`src/include/fifo_status_pkg.sv`:
```
// Constants, types and helpers shared by the FIFO status register block
package fifo_status_pkg;

   // Byte offsets on the register bus
   localparam logic [7:0] OFS_TX_STATUS = 8'h2C;
   localparam logic [7:0] OFS_RX_STATUS = 8'h30;
   localparam logic [7:0] OFS_SEC_STATUS = 8'h34;

   // Field positions; bit 31 of the register is the MSB of the word
   localparam int POS_FULL = 31;
   localparam int POS_AFULL = 30;
   localparam int POS_AEMPTY = 29;
   localparam int POS_EMPTY = 28;
   localparam int POS_COUNT_HI = 24;
   localparam int POS_COUNT_LO = 16;
   localparam int POS_MARKER = 15;
   localparam int POS_FLUSH = 12;
   localparam int POS_SIZE_HI = 8;
   localparam int POS_SIZE_LO = 0;

   // Widths and reset values
   localparam int LEVEL_W = 9;
   localparam logic [8:0] TX_SIZE_RST = 9'h080;
   localparam logic [8:0] RX_SIZE_RST = 9'h08E;
   localparam logic [8:0] SEC_DEPTH = 9'h004;
   localparam logic [31:0] TX_STATUS_RST = 32'h1000_0080;
   localparam logic [31:0] RX_STATUS_RST = 32'h1000_008E;
   localparam logic [31:0] SEC_STATUS_RST = 32'h1000_0000;
   localparam logic [31:0] UNMAPPED_DATA = 32'h0000_0000;

   // Almost-full flavours
   localparam logic AFULL_HAS_ROOM = 1'b0;
   localparam logic AFULL_LAST_SLOT = 1'b1;

   // Bus handshake states
   typedef enum logic {HS_IDLE = 1'b0, HS_ACK = 1'b1} hs_state_t;

   // Places the four occupancy flags into their status word positions
   function automatic logic [31:0] flag_word(input logic full, input logic afull,
                                             input logic aempty, input logic empty);
      logic [31:0] w;
      w = 32'h0000_0000;
      w[POS_FULL] = full;
      w[POS_AFULL] = afull;
      w[POS_AEMPTY] = aempty;
      w[POS_EMPTY] = empty;
      return w;
   endfunction : flag_word

endpackage : fifo_status_pkg

```
`src/rtl/bus_handshake.sv`:
```
// Avalon-MM waitrequest handshake: one wait cycle, then one accept cycle
`timescale 1ns/100ps
module bus_handshake (
   input wire logic clk,
   input wire logic nrst,
   input wire logic req,
   output logic waitrequest_r,
   output logic load,
   output logic accept
);
   import fifo_status_pkg::*;

   hs_state_t state_r;
   hs_state_t state_nxt;

   // Waitrequest stays high at rest so a new request never completes unseen
   always_comb begin
      state_nxt = state_r;
      case (state_r)
         HS_IDLE: begin
            if (req) begin
               state_nxt = HS_ACK;
            end
         end
         HS_ACK: state_nxt = HS_IDLE;
         default: state_nxt = HS_IDLE;
      endcase
   end

   always_ff @(posedge clk) begin
      if (!nrst) begin
         state_r <= HS_IDLE;
         waitrequest_r <= 1'b1;
      end else begin
         state_r <= state_nxt;
         waitrequest_r <= (state_nxt != HS_ACK);
      end
   end

   assign load = req && (state_r == HS_IDLE);
   assign accept = req && (state_r == HS_ACK);

endmodule : bus_handshake

```
`src/rtl/fifo_level.sv`:
```
// Occupancy counter and registered flags for one quadlet FIFO
`timescale 1ns/100ps
module fifo_level (
   input wire logic clk,
   input wire logic nrst,
   input wire logic push,
   input wire logic pop,
   input wire logic clear,
   input wire logic afull_mode,
   input wire logic [8:0] capacity,
   output logic [8:0] count_r,
   output logic full_r,
   output logic afull_r,
   output logic aempty_r,
   output logic empty_r
);
   import fifo_status_pkg::*;

   logic push_ok;
   logic pop_ok;
   logic [8:0] count_nxt;
   logic full_nxt;

   // A shrunk capacity below the fill level simply reads as full
   assign push_ok = push && !full_r;
   assign pop_ok = pop && !empty_r;

   always_comb begin
      if (clear) begin
         count_nxt = 9'h000;
      end else if (push_ok && !pop_ok) begin
         count_nxt = 9'(count_r + 9'h001);
      end else if (pop_ok && !push_ok) begin
         count_nxt = 9'(count_r - 9'h001);
      end else begin
         count_nxt = count_r;
      end
   end

   assign full_nxt = (count_nxt >= capacity);

   always_ff @(posedge clk) begin
      if (!nrst) begin
         count_r <= 9'h000;
      end else begin
         count_r <= count_nxt;
      end
   end

   always_ff @(posedge clk) begin
      if (!nrst) begin
         full_r <= 1'b0;
         afull_r <= 1'b0;
         aempty_r <= 1'b0;
         empty_r <= 1'b1;
      end else begin
         full_r <= full_nxt;
         if (afull_mode == AFULL_LAST_SLOT) begin
            afull_r <= (capacity != 9'h000) && (count_nxt == 9'(capacity - 9'h001));
         end else begin
            afull_r <= !full_nxt;
         end
         aempty_r <= (count_nxt == 9'h001);
         empty_r <= (count_nxt == 9'h000);
      end
   end

endmodule : fifo_level

```
`src/rtl/link_fifo_status_regs.sv`:
```
// Status and control registers for the async transmit, async receive and secondary transmit FIFOs
//
// Function
// - Tx full flag; pushes dropped when full
// - Tx almost-full means room for one more
// - Tx almost-empty exactly at one quadlet
// - Tx empty flag; reset and bus reset set
// - Tx flush bit empties FIFO, self-clears
// - Tx size field sets capacity, keeps on bus reset
// - Tx register resets 1000_0080; bus reset partial
// - Rx full flag; pushes dropped; bus reset zeroes
// - Rx almost-full means room for one more
// - Rx almost-empty exactly at one quadlet
// - Rx empty flag; reset and bus reset set
// - Rx fill count field, zeroed by bus reset
// - Packet-start marker follows first-quadlet reads
// - Rx flush bit discards entries, self-clears
// - Rx size field sets capacity, keeps on bus reset
// - Rx register resets 1000_008E; size kept
// - Secondary queue full flag; pushes ignored
// - Secondary almost-full at last free slot
// - Secondary almost-empty exactly at one quadlet
// - Secondary empty flag; reset and bus reset set
// - Secondary flush bit empties queue, self-clears
// - Secondary register resets 1000_0000, bus reset restores
`timescale 1ns/100ps
module link_fifo_status_regs (
   input wire logic CLK_SYS,
   input wire logic NRST,
   input wire logic [7:0] AVS_ADDRESS,
   input wire logic AVS_READ,
   input wire logic AVS_WRITE,
   input wire logic [31:0] AVS_WRITEDATA,
   output logic [31:0] AVS_READDATA,
   output logic AVS_WAITREQUEST,
   input wire logic BUS_RESET,
   input wire logic TX_PUSH,
   input wire logic TX_POP,
   input wire logic RX_PUSH,
   input wire logic RX_POP,
   input wire logic RX_POP_FIRST,
   input wire logic SEC_PUSH,
   input wire logic SEC_POP,
   output logic TX_FULL,
   output logic RX_FULL,
   output logic SEC_FULL,
   output logic TX_FLUSH,
   output logic RX_FLUSH,
   output logic SEC_FLUSH,
   output logic RX_PACKET_START
);
   import fifo_status_pkg::*;

   ////////////////////////////////////////////////////////////////////////////
   // Declarations

   logic bus_req;
   logic bus_load;
   logic bus_accept;
   logic hs_waitrequest;
   logic wr_tx;
   logic wr_rx;
   logic wr_sec;

   logic [8:0] tx_capacity_r;
   logic [8:0] rx_capacity_r;
   logic tx_flush_r;
   logic rx_flush_r;
   logic sec_flush_r;
   logic rx_marker_r;

   logic tx_clear;
   logic rx_clear;
   logic sec_clear;

   logic [8:0] tx_count;
   logic tx_full;
   logic tx_afull;
   logic tx_aempty;
   logic tx_empty;
   logic [8:0] rx_count;
   logic rx_full;
   logic rx_afull;
   logic rx_aempty;
   logic rx_empty;
   logic [8:0] sec_count;
   logic sec_full;
   logic sec_afull;
   logic sec_aempty;
   logic sec_empty;

   logic [31:0] tx_word;
   logic [31:0] rx_word;
   logic [31:0] sec_word;
   logic [31:0] read_nxt;

   ////////////////////////////////////////////////////////////////////////////
   // Register bus handshake

   assign bus_req = AVS_READ || AVS_WRITE;

   bus_handshake u_handshake (
      .clk(CLK_SYS),
      .nrst(NRST),
      .req(bus_req),
      .waitrequest_r(hs_waitrequest),
      .load(bus_load),
      .accept(bus_accept)
   );

   assign AVS_WAITREQUEST = hs_waitrequest;

   // A write lands only at the edge where waitrequest is seen low
   assign wr_tx = bus_accept && AVS_WRITE && (AVS_ADDRESS == OFS_TX_STATUS);
   assign wr_rx = bus_accept && AVS_WRITE && (AVS_ADDRESS == OFS_RX_STATUS);
   assign wr_sec = bus_accept && AVS_WRITE && (AVS_ADDRESS == OFS_SEC_STATUS);

   ////////////////////////////////////////////////////////////////////////////
   // Capacity fields; a bus reset leaves them alone

   always_ff @(posedge CLK_SYS) begin
      if (!NRST) begin
         tx_capacity_r <= TX_SIZE_RST;
      end else if (wr_tx) begin
         tx_capacity_r <= AVS_WRITEDATA[POS_SIZE_HI:POS_SIZE_LO];
      end
   end

   always_ff @(posedge CLK_SYS) begin
      if (!NRST) begin
         rx_capacity_r <= RX_SIZE_RST;
      end else if (wr_rx) begin
         rx_capacity_r <= AVS_WRITEDATA[POS_SIZE_HI:POS_SIZE_LO];
      end
   end

   ////////////////////////////////////////////////////////////////////////////
   // Flush bits: a new write of one wins over the self-clear

   always_ff @(posedge CLK_SYS) begin
      if (!NRST || BUS_RESET) begin
         tx_flush_r <= 1'b0;
      end else if (wr_tx && AVS_WRITEDATA[POS_FLUSH]) begin
         tx_flush_r <= 1'b1;
      end else if (tx_flush_r && tx_empty) begin
         tx_flush_r <= 1'b0;
      end
   end

   always_ff @(posedge CLK_SYS) begin
      if (!NRST || BUS_RESET) begin
         rx_flush_r <= 1'b0;
      end else if (wr_rx && AVS_WRITEDATA[POS_FLUSH]) begin
         rx_flush_r <= 1'b1;
      end else if (rx_flush_r && rx_empty) begin
         rx_flush_r <= 1'b0;
      end
   end

   always_ff @(posedge CLK_SYS) begin
      if (!NRST || BUS_RESET) begin
         sec_flush_r <= 1'b0;
      end else if (wr_sec && AVS_WRITEDATA[POS_FLUSH]) begin
         sec_flush_r <= 1'b1;
      end else if (sec_flush_r && sec_empty) begin
         sec_flush_r <= 1'b0;
      end
   end

   // Bus reset empties all three just like a flush
   assign tx_clear = tx_flush_r || BUS_RESET;
   assign rx_clear = rx_flush_r || BUS_RESET;
   assign sec_clear = sec_flush_r || BUS_RESET;

   ////////////////////////////////////////////////////////////////////////////
   // Occupancy tracking

   fifo_level u_tx_level (
      .clk(CLK_SYS),
      .nrst(NRST),
      .push(TX_PUSH),
      .pop(TX_POP),
      .clear(tx_clear),
      .afull_mode(AFULL_HAS_ROOM),
      .capacity(tx_capacity_r),
      .count_r(tx_count),
      .full_r(tx_full),
      .afull_r(tx_afull),
      .aempty_r(tx_aempty),
      .empty_r(tx_empty)
   );

   fifo_level u_rx_level (
      .clk(CLK_SYS),
      .nrst(NRST),
      .push(RX_PUSH),
      .pop(RX_POP),
      .clear(rx_clear),
      .afull_mode(AFULL_HAS_ROOM),
      .capacity(rx_capacity_r),
      .count_r(rx_count),
      .full_r(rx_full),
      .afull_r(rx_afull),
      .aempty_r(rx_aempty),
      .empty_r(rx_empty)
   );

   // Secondary queue depth is fixed; its last slot raises almost-full
   fifo_level u_sec_level (
      .clk(CLK_SYS),
      .nrst(NRST),
      .push(SEC_PUSH),
      .pop(SEC_POP),
      .clear(sec_clear),
      .afull_mode(AFULL_LAST_SLOT),
      .capacity(SEC_DEPTH),
      .count_r(sec_count),
      .full_r(sec_full),
      .afull_r(sec_afull),
      .aempty_r(sec_aempty),
      .empty_r(sec_empty)
   );

   ////////////////////////////////////////////////////////////////////////////
   // Packet-start marker

   // Tracks the last quadlet drawn from the receive data port
   always_ff @(posedge CLK_SYS) begin
      if (!NRST || BUS_RESET) begin
         rx_marker_r <= 1'b0;
      end else if (RX_POP && !rx_empty) begin
         rx_marker_r <= RX_POP_FIRST;
      end
   end

   ////////////////////////////////////////////////////////////////////////////
   // Status words and read data

   always_comb begin
      tx_word = flag_word(tx_full, tx_afull, tx_aempty, tx_empty);
      tx_word[POS_FLUSH] = tx_flush_r;
      tx_word[POS_SIZE_HI:POS_SIZE_LO] = tx_capacity_r;
   end

   always_comb begin
      rx_word = flag_word(rx_full, rx_afull, rx_aempty, rx_empty);
      rx_word[POS_COUNT_HI:POS_COUNT_LO] = rx_count;
      rx_word[POS_MARKER] = rx_marker_r;
      rx_word[POS_FLUSH] = rx_flush_r;
      rx_word[POS_SIZE_HI:POS_SIZE_LO] = rx_capacity_r;
   end

   always_comb begin
      sec_word = flag_word(sec_full, sec_afull, sec_aempty, sec_empty);
      sec_word[POS_FLUSH] = sec_flush_r;
   end

   // Unmapped addresses read as zero and ignore writes
   always_comb begin
      case (AVS_ADDRESS)
         OFS_TX_STATUS: read_nxt = tx_word;
         OFS_RX_STATUS: read_nxt = rx_word;
         OFS_SEC_STATUS: read_nxt = sec_word;
         default: read_nxt = UNMAPPED_DATA;
      endcase
   end

   // Captured in the wait cycle so data stands when waitrequest drops
   always_ff @(posedge CLK_SYS) begin
      if (!NRST) begin
         AVS_READDATA <= 32'h0000_0000;
      end else if (bus_load && AVS_READ) begin
         AVS_READDATA <= read_nxt;
      end
   end

   ////////////////////////////////////////////////////////////////////////////
   // Registered side outputs

   always_ff @(posedge CLK_SYS) begin
      if (!NRST) begin
         TX_FULL <= 1'b0;
         RX_FULL <= 1'b0;
         SEC_FULL <= 1'b0;
      end else begin
         TX_FULL <= tx_full;
         RX_FULL <= rx_full;
         SEC_FULL <= sec_full;
      end
   end

   always_ff @(posedge CLK_SYS) begin
      if (!NRST) begin
         TX_FLUSH <= 1'b0;
         RX_FLUSH <= 1'b0;
         SEC_FLUSH <= 1'b0;
         RX_PACKET_START <= 1'b0;
      end else begin
         TX_FLUSH <= tx_clear;
         RX_FLUSH <= rx_clear;
         SEC_FLUSH <= sec_clear;
         RX_PACKET_START <= rx_marker_r;
      end
   end

endmodule : link_fifo_status_regs

```
`config.mk`:
```
export PLATFORM = sky130hd
export DESIGN_NAME = link_fifo_status_regs
export DESIGN_NICKNAME = d
export VERILOG_FILES = /design/src/include/fifo_status_pkg.sv /design/src/rtl/bus_handshake.sv /design/src/rtl/fifo_level.sv /design/src/rtl/link_fifo_status_regs.sv
export SDC_FILE = /design/constraint.sdc
export NUM_CORES = 1
export LEC_CHECK = 0
export BUFFER_PORTS_ARGS = -buffer_cell sky130_fd_sc_hd__buf_2
export CAP_MARGIN = 20
export CORE_ASPECT_RATIO = 0.7
export CORE_MARGIN = 1
export CORE_UTILIZATION = 30
export DETAILED_ROUTE_END_ITERATION = 12
export PLACE_DENSITY = 0.57
export SKIP_CTS_REPAIR_TIMING = 1
export SYNTH_ARGS = -nofsm -noshare
export SYNTH_HDL_FRONTEND = slang
export SYNTH_SLANG_ARGS = --single-unit
```
`constraint.sdc`:
```
create_clock -name CLK_SYS -period 7.52 [get_ports CLK_SYS]
set_clock_uncertainty 0.15 [all_clocks]
set_input_delay 0.752 -clock CLK_SYS [delete_from_list [all_inputs] [get_ports CLK_SYS]]
set_output_delay 0.752 -clock CLK_SYS [all_outputs]
set_load 0.05 [all_outputs]
```
==> flow_results.org <==
** Synth
- The biggest area contributor in the post-synthesis netlist is dfxtp_1.
- Yosys mapped a number of flops with a built-in enable equal to 0.
- In this run the biggest area consumer among cell types represents 39.6% of the synthesized area.
- Synth unique cells :: between 50 and 60
- Among all flip-flop cells after synthesis, the most frequent one is dfxtp_1.
- Main area contributors after synthesis :: dfxtp_1 40%, nor2_1 5.9%, ha_1 5.8%
- For this run, asynchronously set or reset flops after synthesis account for 0%.
- Share of synthesized area occupied by flip-flops and latches :: between 30% and 40%
- Synth Instances :: 571
- After synthesis the netlist holds a flip-flop and latch count of 94.
- Synthesis Warnings :: 0
- The average instance in the mapped netlist occupies between 8 and 9 sq um.
- Combined area of all synthesized cells :: about 4800 sq um

** Detailed routing
- DR pass1 iterations :: 11
- Detailed-route DRC error count :: 3
- Routed via count :: between 4000 and 5000
- Avg Vias per Cell :: 5.14
- ANT nets after route :: 0
- Initial DRC Count :: 341
- Dividing the detail-routed wire length by the instance count gives ~15 um.
- Wirelength, routed :: approximately 13 mm

** Worst setup path
- STA puts the critical path data arrival time at 3.66 ns.
- In this run the worst path has a maximum fanout of 5.
- STA classifies the critical path endpoint as a flip-flop.
- Data required time at the worst endpoint :: roughly 7.7 ns
- R2R setup slack :: approximately 4 ns
- Setup CP Type :: reg -> reg
- The worst setup path is launched from a flip-flop.

** STA
- Finish-stage setup viols :: 0
- Setup repair after global routing left no endpoint under its margin.
- Based on the critical path, the design can be clocked at up to 284 MHz.
- The worst path uses a little under half of the clock period.
- The count of endpoints failing hold in the final timing report was 0.
- Final setup TNS :: 0 ns
- Final slew viol count :: 0
- For the pin with the worst max-slew slack, the measured transition is roughly 1 ns.
- Slew Limit Headroom :: between 30% and 40%
- The routed design could run at a clock period as short as 3.52 ns.

** Placement
- Routability-driven placement finished with a final weighted congestion of approximately 0.87.
- Once detailed placement completed, the half-perimeter wirelength came to 9.44 mm.
- The count of buffers added on input and output ports is 61.

** Floorplanning
- Die ar. :: 16400 sq um
- Die Width :: 152 um
- Height of the die :: 107 um
- The initialized floorplan defines 38 standard-cell rows.
- Pin placement for this block handled 92 I/O pins.
- The floorplan step defined a core boundary enclosing approximately 15000 sq um.
- Initial core utilization :: 30.7%

** Flow run
- Maxcap violations :: 0

** Clock network
- CTS buffer count :: 9
- Worst-path clk slew :: 0.07 ns
- H-Tree Level Count :: 3
- Latest clock arrival within the worst-skew pair :: about 0.34 ns
- Clock tree root driver cell :: clkbuf_16
- TritonCTS built the clock tree.
- Clock sink count :: 94
- The longest clock path from root to sink contains 2 buffers.

** Finish
- NumNets Final :: 695
- Final design utilization :: between 30% and 40%
- Fraction of final layout cells sized beyond drive strength 1 :: approximately 16%
- P&R area growth vs syn :: 15.6%
- The repair_antennas step left the layout with diodes totalling 0.

** GRT
- Global-route wire length before repair :: approximately 21 mm
- The number of antenna violations at the first check in global routing is 0.
- The number of global-route vias before repair is roughly 4200.
- For this run, the total global-route usage over all layers was measured as between 10% and 20%.
- The total overflow left after global routing is 0.
- Entering global routing, the biggest net connects 38 pins.

** Power
- In this run the static leakage power is 2.25 nW.
- Power Dens Cells :: a little over 200 nW/um^2
- VDD sags by at most between 90 and 100 uV.

** Hold path
- The path class of the tightest hold or removal check is reg -> reg.

** Outcome
- Run status :: finished, violations left
- The checks that failed: design-rule violations.
[layout make-up]
type,count,area (sq um)
clock buffer,9,225
clock inverter,6,63.8
fill,1611,10000
inverter,32,120
multi-input combinational,419,2620
sequential,94,1880
tap,200,250
timing repair buffer,65,335
[cell usage after synthesis (2+ instances only)]
cell type / number
dfxtp_1: 94
o21a_1: 2
buf_1: 2
a31oi_1: 2
nand3_1: 21
nor4_1: 6
or3_1: 7
nand3b_1: 2
a222oi_1: 5
nor2_1: 75
or4_1: 3
or2_2: 4
o32a_2: 2
nor2b_1: 13
a211oi_1: 4
inv_1: 32
a31o_2: 2
a2bb2oi_1: 5
mux2i_1: 14
o22ai_1: 4
nand2_1: 50
and2_1: 11
o211ai_1: 6
ha_1: 22
xor2_1: 10
a22oi_1: 3
nor4b_1: 2
o21ai_0: 9
and3_1: 8
buf_4: 8
nor3_1: 18
xnor2_1: 12
a21oi_1: 29
a2111oi_0: 2
nand2b_1: 15
nand4_1: 10
a221oi_1: 9
buf_2: 3
o31ai_1: 3
a41oi_1: 3
clkbuf_1: 19
nor3b_1: 3
[cells by family after synthesis]
group	Yosys count	synth area share [%]
adder cells (fa/ha/maj)	24	6.24
AO/OA/AOI/OAI	97	14.4
multiplexers	14	2.95
other	1	0.0789
flip-flops	94	39.6
XOR/XNOR	23	4.39
buffers and inverters	65	5.95
AND/OR/NAND/NOR	253	26.4
[registers in the layout, summed over array words and instances (netlist names), 9 cells and up]
register and count:
u_sec_level.count_r 9, u_rx_level.count_r 9, tx_capacity_r 9, rx_capacity_r 9, AVS_READDATA 24, u_tx_level.count_r 9
[critical path, stage by stage (launching register included)]
cell       delay [ns]
dfxtp_1          0.36
or4_1            0.54
nor3_1           0.29
nor4b_1          0.28
a41oi_1          0.09
xor2_1           0.33
nor2_1           0.09
ha_1             0.20
a2111oi_0        0.49
nand2_1          0.08
o21ai_0          0.10
a31o_2           0.13
maj3_1           0.20
and2_1           0.13
[metrics by stage]
step / instance area, sq um / total power [mW] / setup slack, ns / cells / hold WS [ns]
2_1_floorplan: 4780 / 0.650 / 4.24 / 578 / 0.295
3_3_place_gp: 5210 / 0.687 / 3.81 / 810 / 0.295
3_5_place_dp: 5210 / 0.690 / 3.69 / 810 / 0.301
4_1_cts: 5500 / 1.15 / 3.98 / 825 / 0.310
5_1_grt: 5500 / 1.18 / 3.62 / 825 / 0.329
6_report: 5500 / 1.13 / 4.00 / 825 / 0.306
[where the power goes]
group	internal (mW)	switching [mW]
sequential	0.513	0.0144
combinational	0.0500	0.103
clock	0.255	0.198
[metal layers]
| layer | track usage [%] | vias to the layer above | share of wire [%] |
|---|---|---|---|
| li1 | - | 2083 | - |
| met1 | 22.0 | 2000 | 49 |
| met2 | 25.2 | 142 | 44 |
| met3 | 3.95 | 16 | 6.2 |
| met4 | 4.98 | 0 | 1.3 |
| met5 | 0 | - | 0 |
[final timing paths]
kind | startpoint | to | depth (start not counted)
hold / removal | AVS_READDATA[18] | AVS_READDATA[18] | 2
setup / recovery | u_rx_level.count_r[4] | u_rx_level.afull_r | 13
setup reg to reg | u_rx_level.count_r[4] | u_rx_level.afull_r | 13
hold reg to reg | AVS_READDATA[18] | AVS_READDATA[18] | 2
[cell usage in the layout, fill, tap and decap left out, types with 5 or more instances in the layout]
cell / count
or3_1: 7
and3_1: 8
ha_1: 22
a221oi_1: 9
nand2b_1: 15
mux2i_1: 14
o211ai_1: 6
nand4_1: 10
a2bb2oi_1: 5
conb_1: 8
inv_1: 32
nor4_1: 6
o21ai_0: 9
xnor2_1: 12
nand2_1: 50
nand3_1: 21
buf_2: 61
dfxtp_1: 94
xor2_1: 10
nor2_1: 75
clkbuf_16: 9
nor3_1: 18
nor2b_1: 13
and2_1: 11
a21oi_1: 29
a222oi_1: 5
Power figures use the tool's default switching activity.
